### config.mk
export PLATFORM = sky130hd
export DESIGN_NAME = spi_config_status_port_flat
export DESIGN_NICKNAME = d
export VERILOG_FILES = /design/src/spi_port_pkg.sv /design/src/spi_link_if.sv /design/src/spi_config_status_port.sv /design/src/flat_wrapper.sv
export VERILOG_INCLUDE_DIRS = /design/src
export SDC_FILE = /design/constraint.sdc
export NUM_CORES = 1
export LEC_CHECK = 0
export BUFFER_PORTS_ARGS = -buffer_cell sky130_fd_sc_hd__buf_2
export CAP_MARGIN = 20
export CORE_MARGIN = 8
export CORE_UTILIZATION = 55
export CTS_CLUSTER_DIAMETER = 60
export DETAILED_ROUTE_END_ITERATION = 10
export GPL_TIMING_DRIVEN = 0
export PLACE_DENSITY = 0.82
export SLEW_MARGIN = 20
export SYNTH_ARGS = -nofsm -noshare
export SYNTH_HDL_FRONTEND = slang
export SYNTH_SLANG_ARGS = --single-unit
### constraint.sdc
create_clock -name clk_i -period 2.3 [get_ports clk_i]
set_clock_uncertainty 0.2 [all_clocks]
set_input_delay 0.345 -clock clk_i [delete_from_list [all_inputs] [get_ports clk_i]]
set_output_delay 0.345 -clock clk_i [all_outputs]
set_load 0.005 [all_outputs]
### src/spi_port_params.svh
// Purpose: Shared offsets, field positions, reset values and timing counts
// Assumes: 100 MHz system clock on both ends
// Notes:   Included by both ends of the serial link
`ifndef SPI_PORT_PARAMS_SVH
`define SPI_PORT_PARAMS_SVH

// --------------------------------------------------------------------
// Frame layout
// --------------------------------------------------------------------
`define FRAME_BITS       16
`define RW_BIT           15
`define ADDR_MSB         14
`define ADDR_LSB         9
`define PARITY_BIT       8
`define CNT_OVER         5'd17

// --------------------------------------------------------------------
// Device register map
// --------------------------------------------------------------------
`define ADDR_IC_STAT     6'h00
`define ADDR_STAT1       6'h01
`define ADDR_STATUS_REGISTER_TWO       6'h02
`define ADDR_CTRL_FIRST  6'h03
`define ADDR_LAST        6'h0c
`define ADDR_CLR_REG     6'h04
`define FAULT_CLEAR_BIT_POS      0
`define STAT_RST         8'h00
`define CTRL_RST         8'h00
`define CTRL2_RST        8'h60
`define CTRL3_RST        8'h46
`define CTRL4_RST        8'h10
`define IC_FAULT_POS     0
`define IC_OT_POS        1
`define IC_OVP_POS       2
`define IC_NO_POWER_ON_RESET_FLAG_POS      3
`define IC_OCP_POS       4
`define IC_SPI_POS       5
`define IC_BUCK_POS      6
`define ST2_PARITY_POS   2
`define ST2_FRAME_POS    1
`define ST2_ADDR_POS     0

// --------------------------------------------------------------------
// Controller APB map
// --------------------------------------------------------------------
`define APB_CMD          12'h000
`define APB_STAT         12'h004
`define APB_PINS         12'h008
`define STAT_BUSY_POS    16
`define STAT_FAULT_POS   17
`define PINS_RST         8'h01

// --------------------------------------------------------------------
// Timing
// --------------------------------------------------------------------
`define CLK_PERIOD_NS    10
`define RST_WINDOW_NS    20000
`define RST_WINDOW_CYC   (`RST_WINDOW_NS / `CLK_PERIOD_NS)
`define CS_GAP_NS        400
`define CS_GAP_CYC       ((`CS_GAP_NS + `CLK_PERIOD_NS - 1) / `CLK_PERIOD_NS)
`define SCLK_HALF_CYC    8

`endif

### src/spi_port_pkg.sv
// Purpose: Types shared by both ends of the serial link
// Assumes: Nothing beyond the params header
// Notes:   Timing and offsets live in spi_port_params.svh
`default_nettype none
package spi_port_pkg;
	typedef logic [7:0]  byte_t;
	typedef logic [15:0] frame_t;
	typedef enum logic [2:0] {
		st_idle  = 3'b000,
		st_lead  = 3'b001,
		st_high  = 3'b010,
		st_low   = 3'b011,
		st_trail = 3'b100,
		st_gap   = 3'b101
	} ctl_state_t;
endpackage
`default_nettype wire

### src/spi_link_if.sv
// Purpose: Pin bundle between the serial controller and the driver port
// Assumes: Open-drain fault line and tristate data line resolved here
// Notes:   Undriven lines read high as with a pull-up
`default_nettype none
interface spi_link_if;
	logic       sclk;
	logic       chip_select_n;
	logic       sdi;
	logic       sdo_out;
	logic       sdo_oe;
	logic       sdo;
	logic       sleep_n_pin;
	logic       driver_disable_pin;
	logic       fault_n_out;
	logic       fault_n_oe;
	logic       fault_n_pin;
	logic [2:0] high_side_phase_input;
	logic [2:0] low_side_phase_input;

	assign sdo         = sdo_oe ? sdo_out : 1'b1;
	assign fault_n_pin = fault_n_oe ? fault_n_out : 1'b1;

	modport dev (
		input  sclk, chip_select_n, sdi, sleep_n_pin, driver_disable_pin,
		input  high_side_phase_input, low_side_phase_input,
		output sdo_out, sdo_oe, fault_n_out, fault_n_oe
	);
	modport ctl (
		output sclk, chip_select_n, sdi, sleep_n_pin, driver_disable_pin,
		output high_side_phase_input, low_side_phase_input,
		input  sdo, fault_n_pin
	);
endinterface
`default_nettype wire

### src/spi_config_status_port.sv
// Purpose: Driver-side serial port with status registers and fault handling
// Assumes: Detector inputs are synchronous to clk_i; link pins are not
// Notes:   Link pins pass two flops; edges found on the sampled clock
//
// Overview of operation
// RL1: Latched fault forces partial driver shutdown; code turns all six gates off
// RL2: Clear bit or reset pulse resumes operation
// RL3: Long sleep low begins full sleep
// RL4: Reset pulse clears faults only
// RL5: Disable pin turns all switches off
// RL6: Disable pin suppresses driver fault detection
// RL7: Frame is rw, address, parity, data
// RL8: Controller sets even frame parity
// RL9: Reply is status byte then data
// RL10: Write returns old data, read current
// RL11: Controller holds clock low at select edges
// RL12: Select high at least 400 ns
// RL13: Deselected port ignores inputs, output off
// RL14: Sample falling, shift rising, MSB first
// RL15: Wrong bit count discards the frame
// RL16: Short frame sets latched framing flag
// RL17: Address above 0xC sets latched flag
// RL18: Sleep and power-up reset all registers
// RL19: Summary status register flag layout
// RL20: Status one thermal and overcurrent layout
// RL21: Status registers at 0-2, read-only, zero reset; address 0 bit 3 follows power_on_done_i, so it reads 0x08
// RL22: Disable pin may pull fault line low
// RL23: Status two parity, framing, address bits
// RL24: Serial errors set summary fault bits
//
// Chosen here: the APB slave port.
`default_nettype none
`include "spi_port_params.svh"
module spi_config_status_port
	import spi_port_pkg::*;
#(
	parameter int RST_WINDOW_CYC = `RST_WINDOW_CYC
) (
	input  wire logic       clk_i,
	input  wire logic       arst_n_i,
	spi_link_if.dev         link,
	input  wire logic       thermal_warning_i,
	input  wire logic       thermal_shutdown_i,
	input  wire logic       supply_overvoltage_i,
	input  wire logic       power_on_done_i,
	input  wire logic       buck_fault_i,
	input  wire logic [5:0] overcurrent_i,
	input  wire logic [3:0] supply_aux_fault_i,
	output logic      [2:0] high_gate_o,
	output logic      [2:0] low_gate_o,
	output logic            asleep_o
);
	localparam int CTRL_LO = 3;
	localparam int CTRL_HI = 12;

	// ------------------------------------------------------------
	// Pin synchronisers
	// ------------------------------------------------------------
	// Order: sclk, cs_n, sdi, sleep_n, drv_dis, high[3], low[3]
	localparam logic [10:0] SYNC_RST = 11'h00a;
	logic [10:0] meta_r;
	logic [10:0] sync_r;
	logic        sclk_prev_r;
	logic        cs_prev_r;
	logic        sleep_prev_r;
	wire  [10:0] pins_w = {link.low_side_phase_input, link.high_side_phase_input,
	                       link.driver_disable_pin, link.sleep_n_pin, link.sdi,
	                       link.chip_select_n, link.sclk};

	always_ff @(posedge clk_i or negedge arst_n_i) begin
		if (!arst_n_i) begin
			meta_r       <= SYNC_RST;
			sync_r       <= SYNC_RST;
			sclk_prev_r  <= 1'b0;
			cs_prev_r    <= 1'b1;
			sleep_prev_r <= 1'b1;
		end else begin
			meta_r       <= pins_w;
			sync_r       <= meta_r;
			sclk_prev_r  <= sync_r[0];
			cs_prev_r    <= sync_r[1];
			sleep_prev_r <= sync_r[3];
		end
	end

	wire       sclk_s  = sync_r[0];
	wire       cs_n_s  = sync_r[1];
	wire       sdi_s   = sync_r[2];
	wire       sleep_s = sync_r[3];
	wire       drv_dis = sync_r[4];
	wire [2:0] hs_in   = sync_r[7:5];
	wire [2:0] ls_in   = sync_r[10:8];

	// ------------------------------------------------------------
	// Sleep pin: reset pulse versus sleep entry
	// ------------------------------------------------------------
	logic [15:0] low_cnt_r;
	logic        asleep_r;
	wire         sleep_rise = sleep_s & ~sleep_prev_r;
	// RL3: long low enters sleep
	wire         sleep_due  = ~sleep_s & (low_cnt_r == 16'(RST_WINDOW_CYC - 1));
	// RL2: short low pulse clears faults
	wire         pulse_clr  = sleep_rise & ~asleep_r;

	always_ff @(posedge clk_i or negedge arst_n_i) begin
		if (!arst_n_i) begin
			low_cnt_r <= 16'h0000;
			asleep_r  <= 1'b0;
		end else begin
			low_cnt_r <= (sleep_s || sleep_due) ? 16'h0000 : low_cnt_r + 16'h0001;
			asleep_r  <= sleep_s ? 1'b0 : (asleep_r | sleep_due);
		end
	end

	// ------------------------------------------------------------
	// Frame receive and transmit
	// ------------------------------------------------------------
	logic [4:0] bit_cnt_r;
	frame_t     rx_r;
	frame_t     tx_r;
	logic       sdo_r;
	logic       sdo_oe_r;
	byte_t      ic_stat;
	byte_t      stat1_r;
	byte_t      status_register_two_r;
	byte_t      ctrl_r [CTRL_HI:CTRL_LO];

	// RL13: nothing is seen while deselected
	wire active   = ~cs_n_s & ~asleep_r;
	// RL14: sample on falling, shift on rising
	wire sclk_fal = active & sclk_prev_r & ~sclk_s;
	wire sclk_ris = active & ~sclk_prev_r & sclk_s;
	wire cs_fall  = cs_prev_r & ~cs_n_s & ~asleep_r;
	wire cs_rise  = ~cs_prev_r & cs_n_s & ~asleep_r;

	// Address is complete with the seventh sampled bit
	wire [5:0] early_addr = {rx_r[4:0], sdi_s};
	wire       early_ctrl = (early_addr >= `ADDR_CTRL_FIRST) && (early_addr <= `ADDR_LAST);
	wire [3:0] early_idx  = early_addr[3:0];
	// RL10: register value before this frame's write
	wire byte_t rd_data   = (early_addr == `ADDR_IC_STAT) ? ic_stat :
	                        (early_addr == `ADDR_STAT1)   ? stat1_r :
	                        (early_addr == `ADDR_STATUS_REGISTER_TWO)   ? status_register_two_r :
	                        early_ctrl                    ? ctrl_r[early_idx] : `STAT_RST;

	always_ff @(posedge clk_i or negedge arst_n_i) begin
		if (!arst_n_i) begin
			bit_cnt_r <= 5'd0;
			rx_r      <= 16'h0000;
			tx_r      <= 16'h0000;
		end else if (cs_fall) begin
			bit_cnt_r <= 5'd0;
			// RL9: status byte leads the reply; the first rise brings out its MSB
			tx_r      <= {1'b0, ic_stat, 7'h00};
		end else if (cs_rise) begin
			// Output rests low so the next select shows no stray data edge
			tx_r      <= 16'h0000;
		end else if (sclk_fal) begin
			// RL14: most significant bit first
			rx_r      <= {rx_r[14:0], sdi_s};
			bit_cnt_r <= (bit_cnt_r == `CNT_OVER) ? bit_cnt_r : bit_cnt_r + 5'd1;
			if (bit_cnt_r == 5'd6) begin
				tx_r[13:6] <= rd_data;
			end
		end else if (sclk_ris) begin
			tx_r <= {tx_r[14:0], 1'b0};
		end
	end

	always_ff @(posedge clk_i or negedge arst_n_i) begin
		if (!arst_n_i) begin
			sdo_r    <= 1'b0;
			sdo_oe_r <= 1'b0;
		end else begin
			sdo_r    <= tx_r[15];
			// RL13: output released while deselected
			sdo_oe_r <= active;
		end
	end
	assign link.sdo_out = sdo_r;
	assign link.sdo_oe  = sdo_oe_r;

	// ------------------------------------------------------------
	// End of frame checks and register writes
	// ------------------------------------------------------------
	// RL7: field positions of the input frame
	wire [5:0] f_addr    = rx_r[`ADDR_MSB:`ADDR_LSB];
	wire       f_write   = ~rx_r[`RW_BIT];
	wire [3:0] f_idx     = f_addr[3:0];
	// RL15: exactly sixteen clocks
	wire       f_len_ok  = (bit_cnt_r == 5'(`FRAME_BITS));
	// RL8: even count of ones over the frame
	wire       f_par_ok  = ~^rx_r;
	wire       f_good    = cs_rise & f_len_ok & f_par_ok;
	// RL16: short frame flagged
	wire       frame_err = cs_rise & (bit_cnt_r < 5'(`FRAME_BITS));
	wire       par_err   = cs_rise & f_len_ok & ~f_par_ok;
	// RL17: address outside 0x0..0xC flagged
	wire       addr_err  = f_good & (f_addr > `ADDR_LAST);
	wire       wr_ctrl   = f_good & f_write & (f_addr >= `ADDR_CTRL_FIRST) & (f_addr <= `ADDR_LAST);
	// RL2: clear bit write clears latched faults
	wire       wr_clr    = wr_ctrl & (f_addr == `ADDR_CLR_REG) & rx_r[`FAULT_CLEAR_BIT_POS];
	wire       clr       = wr_clr | pulse_clr;

	always_ff @(posedge clk_i or negedge arst_n_i) begin
		if (!arst_n_i) begin
			for (int i = CTRL_LO; i <= CTRL_HI; i++) begin
				ctrl_r[i] <= `CTRL_RST;
			end
			ctrl_r[4] <= `CTRL2_RST;
			ctrl_r[5] <= `CTRL3_RST;
			ctrl_r[6] <= `CTRL4_RST;
		end else if (asleep_r) begin
			// RL18: sleep restores defaults
			for (int i = CTRL_LO; i <= CTRL_HI; i++) begin
				ctrl_r[i] <= `CTRL_RST;
			end
			ctrl_r[4] <= `CTRL2_RST;
			ctrl_r[5] <= `CTRL3_RST;
			ctrl_r[6] <= `CTRL4_RST;
		end else if (wr_ctrl) begin
			// RL15: only good frames store; clear bit never stored
			ctrl_r[f_idx] <= (f_addr == `ADDR_CLR_REG) ? (rx_r[7:0] & ~8'h01) : rx_r[7:0];
		end
	end

	// ------------------------------------------------------------
	// Latched status and fault handling
	// ------------------------------------------------------------
	logic ovp_r;
	logic buck_r;
	logic shutdown_r;
	logic fault_oe_r;
	// RL6: driver faults ignored while disabled
	wire [5:0] oc_set   = overcurrent_i & {6{~drv_dis}};
	// RL20: warning, shutdown, then C/B/A high-low
	wire byte_t s1_set  = {thermal_warning_i, thermal_shutdown_i, oc_set};
	// RL23: parity, framing and address positions; top bit zero
	wire byte_t s2_set  = {1'b0, supply_aux_fault_i, par_err, frame_err, addr_err};
	wire       spi_any  = |status_register_two_r[`ST2_PARITY_POS:`ST2_ADDR_POS];
	wire       any_flt  = spi_any | (|stat1_r) | (|status_register_two_r) | ovp_r | buck_r;

	// RL19: summary flag layout
	// RL24: serial errors raise summary bits
	always_comb begin
		ic_stat                = `STAT_RST;
		ic_stat[`IC_FAULT_POS] = any_flt;
		ic_stat[`IC_OT_POS]    = |stat1_r[7:6];
		ic_stat[`IC_OVP_POS]   = ovp_r;
		ic_stat[`IC_NO_POWER_ON_RESET_FLAG_POS]  = power_on_done_i;
		ic_stat[`IC_OCP_POS]   = |stat1_r[5:0];
		ic_stat[`IC_SPI_POS]   = spi_any;
		ic_stat[`IC_BUCK_POS]  = buck_r;
	end

	// RL21: read-only, zero after reset
	always_ff @(posedge clk_i or negedge arst_n_i) begin
		if (!arst_n_i) begin
			stat1_r    <= `STAT_RST;
			status_register_two_r    <= `STAT_RST;
			ovp_r      <= 1'b0;
			buck_r     <= 1'b0;
			shutdown_r <= 1'b0;
		end else if (asleep_r) begin
			stat1_r    <= `STAT_RST;
			status_register_two_r    <= `STAT_RST;
			ovp_r      <= 1'b0;
			buck_r     <= 1'b0;
			shutdown_r <= 1'b0;
		end else begin
			// RL4: a clear touches the fault flags only; set beats clear
			stat1_r    <= (stat1_r & {8{~clr}}) | s1_set;
			status_register_two_r    <= (status_register_two_r & {8{~clr}}) | s2_set;
			ovp_r      <= (ovp_r & ~clr) | supply_overvoltage_i;
			buck_r     <= (buck_r & ~clr) | buck_fault_i;
			// RL1: stay shut down until cleared with cause gone
			shutdown_r <= (shutdown_r & ~clr) | (|oc_set) | thermal_shutdown_i;
		end
	end

	always_ff @(posedge clk_i or negedge arst_n_i) begin
		if (!arst_n_i) begin
			fault_oe_r  <= 1'b0;
			high_gate_o <= 3'b000;
			low_gate_o  <= 3'b000;
		end else begin
			// RL22: disable pin also pulls the fault line
			fault_oe_r  <= any_flt | drv_dis;
			// RL5: disable overrides the phase inputs
			high_gate_o <= hs_in & {3{~drv_dis & ~shutdown_r & ~asleep_r}};
			low_gate_o  <= ls_in & {3{~drv_dis & ~shutdown_r & ~asleep_r}};
		end
	end

	assign link.fault_n_out = 1'b0;
	assign link.fault_n_oe  = fault_oe_r;
	assign asleep_o         = asleep_r;
endmodule
`default_nettype wire

### src/flat_wrapper.sv
// flat-port wrapper written by rule: the top's interface ports become plain ports
module spi_config_status_port_flat import spi_port_pkg::*;
#(
	parameter int RST_WINDOW_CYC = `RST_WINDOW_CYC
)
  (clk_i, arst_n_i, thermal_warning_i, thermal_shutdown_i, supply_overvoltage_i, power_on_done_i, buck_fault_i, overcurrent_i, supply_aux_fault_i, high_gate_o, low_gate_o, asleep_o, link_sclk, link_chip_select_n, link_sdi, link_sleep_n_pin, link_driver_disable_pin, link_high_side_phase_input, link_low_side_phase_input, link_sdo_out, link_sdo_oe, link_fault_n_out, link_fault_n_oe);
  spi_link_if link_i ();
  input  wire logic clk_i;
  input  wire logic arst_n_i;
  input  wire logic thermal_warning_i;
  input  wire logic thermal_shutdown_i;
  input  wire logic supply_overvoltage_i;
  input  wire logic power_on_done_i;
  input  wire logic buck_fault_i;
  input  wire logic [5:0] overcurrent_i;
  input  wire logic [3:0] supply_aux_fault_i;
  output logic      [2:0] high_gate_o;
  output logic      [2:0] low_gate_o;
  output logic asleep_o;
  input wire logic [$bits(link_i.sclk)-1:0] link_sclk;
  input wire logic [$bits(link_i.chip_select_n)-1:0] link_chip_select_n;
  input wire logic [$bits(link_i.sdi)-1:0] link_sdi;
  input wire logic [$bits(link_i.sleep_n_pin)-1:0] link_sleep_n_pin;
  input wire logic [$bits(link_i.driver_disable_pin)-1:0] link_driver_disable_pin;
  input wire logic [$bits(link_i.high_side_phase_input)-1:0] link_high_side_phase_input;
  input wire logic [$bits(link_i.low_side_phase_input)-1:0] link_low_side_phase_input;
  output wire logic [$bits(link_i.sdo_out)-1:0] link_sdo_out;
  output wire logic [$bits(link_i.sdo_oe)-1:0] link_sdo_oe;
  output wire logic [$bits(link_i.fault_n_out)-1:0] link_fault_n_out;
  output wire logic [$bits(link_i.fault_n_oe)-1:0] link_fault_n_oe;
  assign link_i.sclk = link_sclk;
  assign link_i.chip_select_n = link_chip_select_n;
  assign link_i.sdi = link_sdi;
  assign link_i.sleep_n_pin = link_sleep_n_pin;
  assign link_i.driver_disable_pin = link_driver_disable_pin;
  assign link_i.high_side_phase_input = link_high_side_phase_input;
  assign link_i.low_side_phase_input = link_low_side_phase_input;
  assign link_sdo_out = link_i.sdo_out;
  assign link_sdo_oe = link_i.sdo_oe;
  assign link_fault_n_out = link_i.fault_n_out;
  assign link_fault_n_oe = link_i.fault_n_oe;
  spi_config_status_port #(.RST_WINDOW_CYC(RST_WINDOW_CYC)) u_core (.clk_i(clk_i), .arst_n_i(arst_n_i), .link(link_i), .thermal_warning_i(thermal_warning_i), .thermal_shutdown_i(thermal_shutdown_i), .supply_overvoltage_i(supply_overvoltage_i), .power_on_done_i(power_on_done_i), .buck_fault_i(buck_fault_i), .overcurrent_i(overcurrent_i), .supply_aux_fault_i(supply_aux_fault_i), .high_gate_o(high_gate_o), .low_gate_o(low_gate_o), .asleep_o(asleep_o));
endmodule
==> impl_results.md <==
- RSZ-0062 raised after global routing: yes
- Filler Cell Count: 837
- Nets@finish: 882
- DR vias: ~7,400
- Clock transition at the registers of the reported paths: approximately 0.08 ns
- Crit path DAT: approximately 2.9 ns
- Worst Max-Slew Pin Slew: 0.951 ns
- Total track usage: between 20% and 30%
- Root Driver: clkbuf_16
- Failing checks: setup timing
- R2r startpoint: u_core.sync_r[1]$_DFF_PN1_
- Min-Delay Path Class: reg -> reg
- Reg2Reg Setup Slack: -0.51 ns
- Vias in the first global route: just under 7,000
- Main synth FF type: dfrtp_1
- Slowest cell on the critical path: dfstp_2
- CTS tree: built
- Avg Vias per Cell: roughly 7.0
- CP delay by family, top: simple AND/OR/NAND/NOR gates
- Avg WL per Cell: approximately 28 µm
- Detail Placement HPWL: between 10,000 and 15,000 µm
- Crit. End Element: register
- Max-slew headroom: between 30 and 40%
- CP Launch Point: u_core.sync_r[1]$_DFF_PN1_
- DR DRC count: 0
- Core ar.: between 15,000 and 20,000 µm²
- H-tree levels: 4
- Clock tree buffer depth: 2
- GRT overflow: 0
- Outcome: complete, but fails checks
- Initial antenna violation count: 1
- Highest clock rate: around 360 MHz
- Placed cell area: approximately 9000 µm²
- Chip width: between 100 and 150 µm
- # setup viols final: between 100 and 150
- Clk sink count: around 180
- Num rows: 45
- Synth Register Bits: about 180
- Die area: between 15,000 and 20,000 µm²
- Area Growth Syn to Fin: 28.1%
- Min Tclk post-route: ~2.8 ns
- Synth area leaders: dfrtp_1 50%, mux2i_1 8.6%, nand2_1 4.2%
- Synth warn: 0
- Synthesized Nets: 769
- Final Hold Vio Count: 0
- Top cell by count, worst path: buf_6
- CP peak stage delay: between 0.5 and 0.6 ns
- Final worst slack: -0.512 ns
- First-pass GRT wire length: about 38,000 µm
- Ports: 39
- Pin count of the biggest net entering global routing: between 100 and 150
- Cell variety after synth: 57
- Share of cells above drive strength 1: approximately 33%
- Place WS: -0.748 ns
- Synth top area share: about half
- Seq/Total Area, Yosys: about 54%
- Area leader, netlist: dfrtp_1
- Max Slew Vio Count: 0
- I/O Buffers: 37
- Post-synth EDFFs: 0
- CP Launch Type: register
- Crit-path cells: buf_6, nor3b_4, nand3_2, nor4_4, buf_4, buf_12, buf_6, nand3_4, mux2i_1
- Synthesized instance count: ~740
- Leak: slightly above 0.005 µW
- WS Path Type: reg -> reg
- Required @ worst endpoint: roughly 2.4 ns
- DRT iter0 DRCs: approximately 1,300
- Max Cap Viol: 0
- Buf/Inv on CP: 4
- First-pass iteration count of the detailed router: 11
- TritonCTS Buffers: 17
- Synthesized area: roughly 8500 µm²
- DIE HEIGHT: ~140 µm
- Post-DRT Antenna Nets: 0
- Final core occ: 71.8%
- Insertion delay to the later sink of the worst-skew pair: 0.45 ns
- Final instance area: 10,900 µm²
- DRT Wirelength: ~29,000 µm
- Peak VDD IR: approximately 0.71 mV
- Critical-path maximum fanout: 8
- Min-delay src: u_core.meta_r[8]$_DFF_PN0_
- Cell area power density: between 700 and 800 nW/µm²
- Async S/R FF share, synth: 100%
- Synthesized area per cell: between 10 and 15 µm²
- Effective utilization at floorplan: roughly 56%
- GPL Wtd Cong: 0.915
- Fin crit share: 122%
## through the flow
step | TNS (ns) | std cells | hold slack [ns] | total power (µW)
global placement | -420.10 | 961 | 0.132 | 4700
floorplan | -0.632 | 736 | -0.151 | 4330
global route | -32.47 | 1050 | 0.156 | 8800
finish | -24.51 | 1051 | 0.148 | 8640
CTS | -15.04 | 1042 | 0.00587 | 8010
detailed placement | -52.98 | 962 | 0.137 | 4720
## cells in the final DEF, fill, tap and decap left out, types with 6 or more instances in the layout
cell           count
a22oi_1           10
xor2_1            11
buf_4             26
and2_1             9
xnor2_1            9
nor2b_1            8
nand2_1           94
dlygate4sd3_1     26
mux4_2            15
clkbuf_1           8
buf_2             41
buf_12             6
buf_6             14
and3_1             7
nor3_2             8
nor2_1            51
a221oi_1          10
mux2_2            15
clkbuf_2           8
dfrtp_1          160
a22o_1            17
clkbuf_16         17
dfrtp_2            9
nand4_1            7
nand4_4            7
inv_1             10
a31o_4             6
o21ai_0            9
mux2i_1           68
xnor2_2            9
nor3_1             7
a21oi_1           12
dfstp_2           12
a221oi_2           6
## state kept, by name (all words and copies together) (netlist names), 5 cells and up
register / count
u_core.ctrl_r: 80
u_core.tx_r: 10
u_core.bit_cnt_r: 5
u_core.rx_r: 16
u_core.status_register_two_r: 8
u_core.sync_r: 11
u_core.stat1_r: 8
u_core.low_cnt_r: 16
u_core.meta_r: 11
## cells in the mapped netlist (10+ instances only)
library cell and count:
dfrtp_1 169, nand2_1 96, mux2i_1 73, nor2_1 53, clkbuf_1 26, xnor2_1 19
nor3_1 18, a22o_1 17, a21oi_1 16, a221oi_1 16, mux2_2 15, mux4_2 15
o21ai_0 15, xor2_1 13, and2_1 12, dfstp_2 12, a22oi_1 11, inv_1 11
nand3_1 11, buf_2 10, nor2b_1 10
## layout make-up
type	instances	area (µm²)	area share, %
inverter	12	45.0	0.414
timing repair buffer	102	870	8.00
antenna	1	2.50	0.0230
sequential	181	4560	41.9
tap	188	235	2.16
clock buffer	19	443	4.08
multi-input combinational	496	4240	39.0
buffer	39	329	3.03
clock inverter	13	150	1.38
## repair_timing
action                                 CTS  global route
hold buffers                            25             1
setup buffers                           23            13
endpoints found under the hold margin  101             1
setup endpoints to repair              123           131
pin swaps                               29            33
gates cloned                             4             0
resized for setup                       90            92
## kinds of logic (layout without fill, tap and decap cells)
| family | count (synthesis) | count (layout) | share of synthesized area [%] |
|---|---|---|---|
| AOI/OAI and AO/OA | 104 | 104 | 8.91 |
| buffers and inverters | 59 | 185 | 3.35 |
| and+or+nand+nor | 250 | 250 | 15.3 |
| other | 1 | 2 | 0.0442 |
| xor gates and xnor gates | 33 | 33 | 3.50 |
| muxes | 103 | 103 | 14.6 |
| DFF | 181 | 181 | 53.6 |
| adders and majority gates | 5 | 5 | 0.737 |
## final timing paths
check                                                     end  cells after the start
worst min-delay path               u_core.sync_r[8]$_DFF_PN0_                      0
worst min register to register     u_core.sync_r[8]$_DFF_PN0_                      0
min in group asynchronous       u_core.ctrl_r[78]$_DFFE_PN0P_                      2
worst max register to register  u_core.ctrl_r[14]$_DFFE_PN1P_                      9
max in group asynchronous          u_core.sync_r[2]$_DFF_PN0_                      3
worst max-delay path            u_core.ctrl_r[14]$_DFFE_PN1P_                      9
## worst register-to-register path: cells and delay by family, from the launching register on
family                 cells  cell delay (ns)
buffers and inverters      4             0.53
multiplexers               1             0.55
AND/OR/NAND/NOR            4             0.83
flip-flops                 1             0.54
## power breakdown
| part | switching [µW] | total (µW) | internal [µW] | leakage, µW |
|---|---|---|---|---|
| clock | 1360 | 3010 | 1650 | 0.000290 |
| sequential | 127 | 3420 | 3300 | 0.00234 |
| combinational | 1380 | 2210 | 831 | 0.00244 |
## per-layer routing
metal	up-vias	track usage [%]	wire length, µm
met4	0	14.7	2400
met3	254	6.32	3480
met1	3575	30.6	9850
met5	-	0	0
met2	690	39.9	13300
li1	2859	-	-
Power figures use the tool's default switching activity.
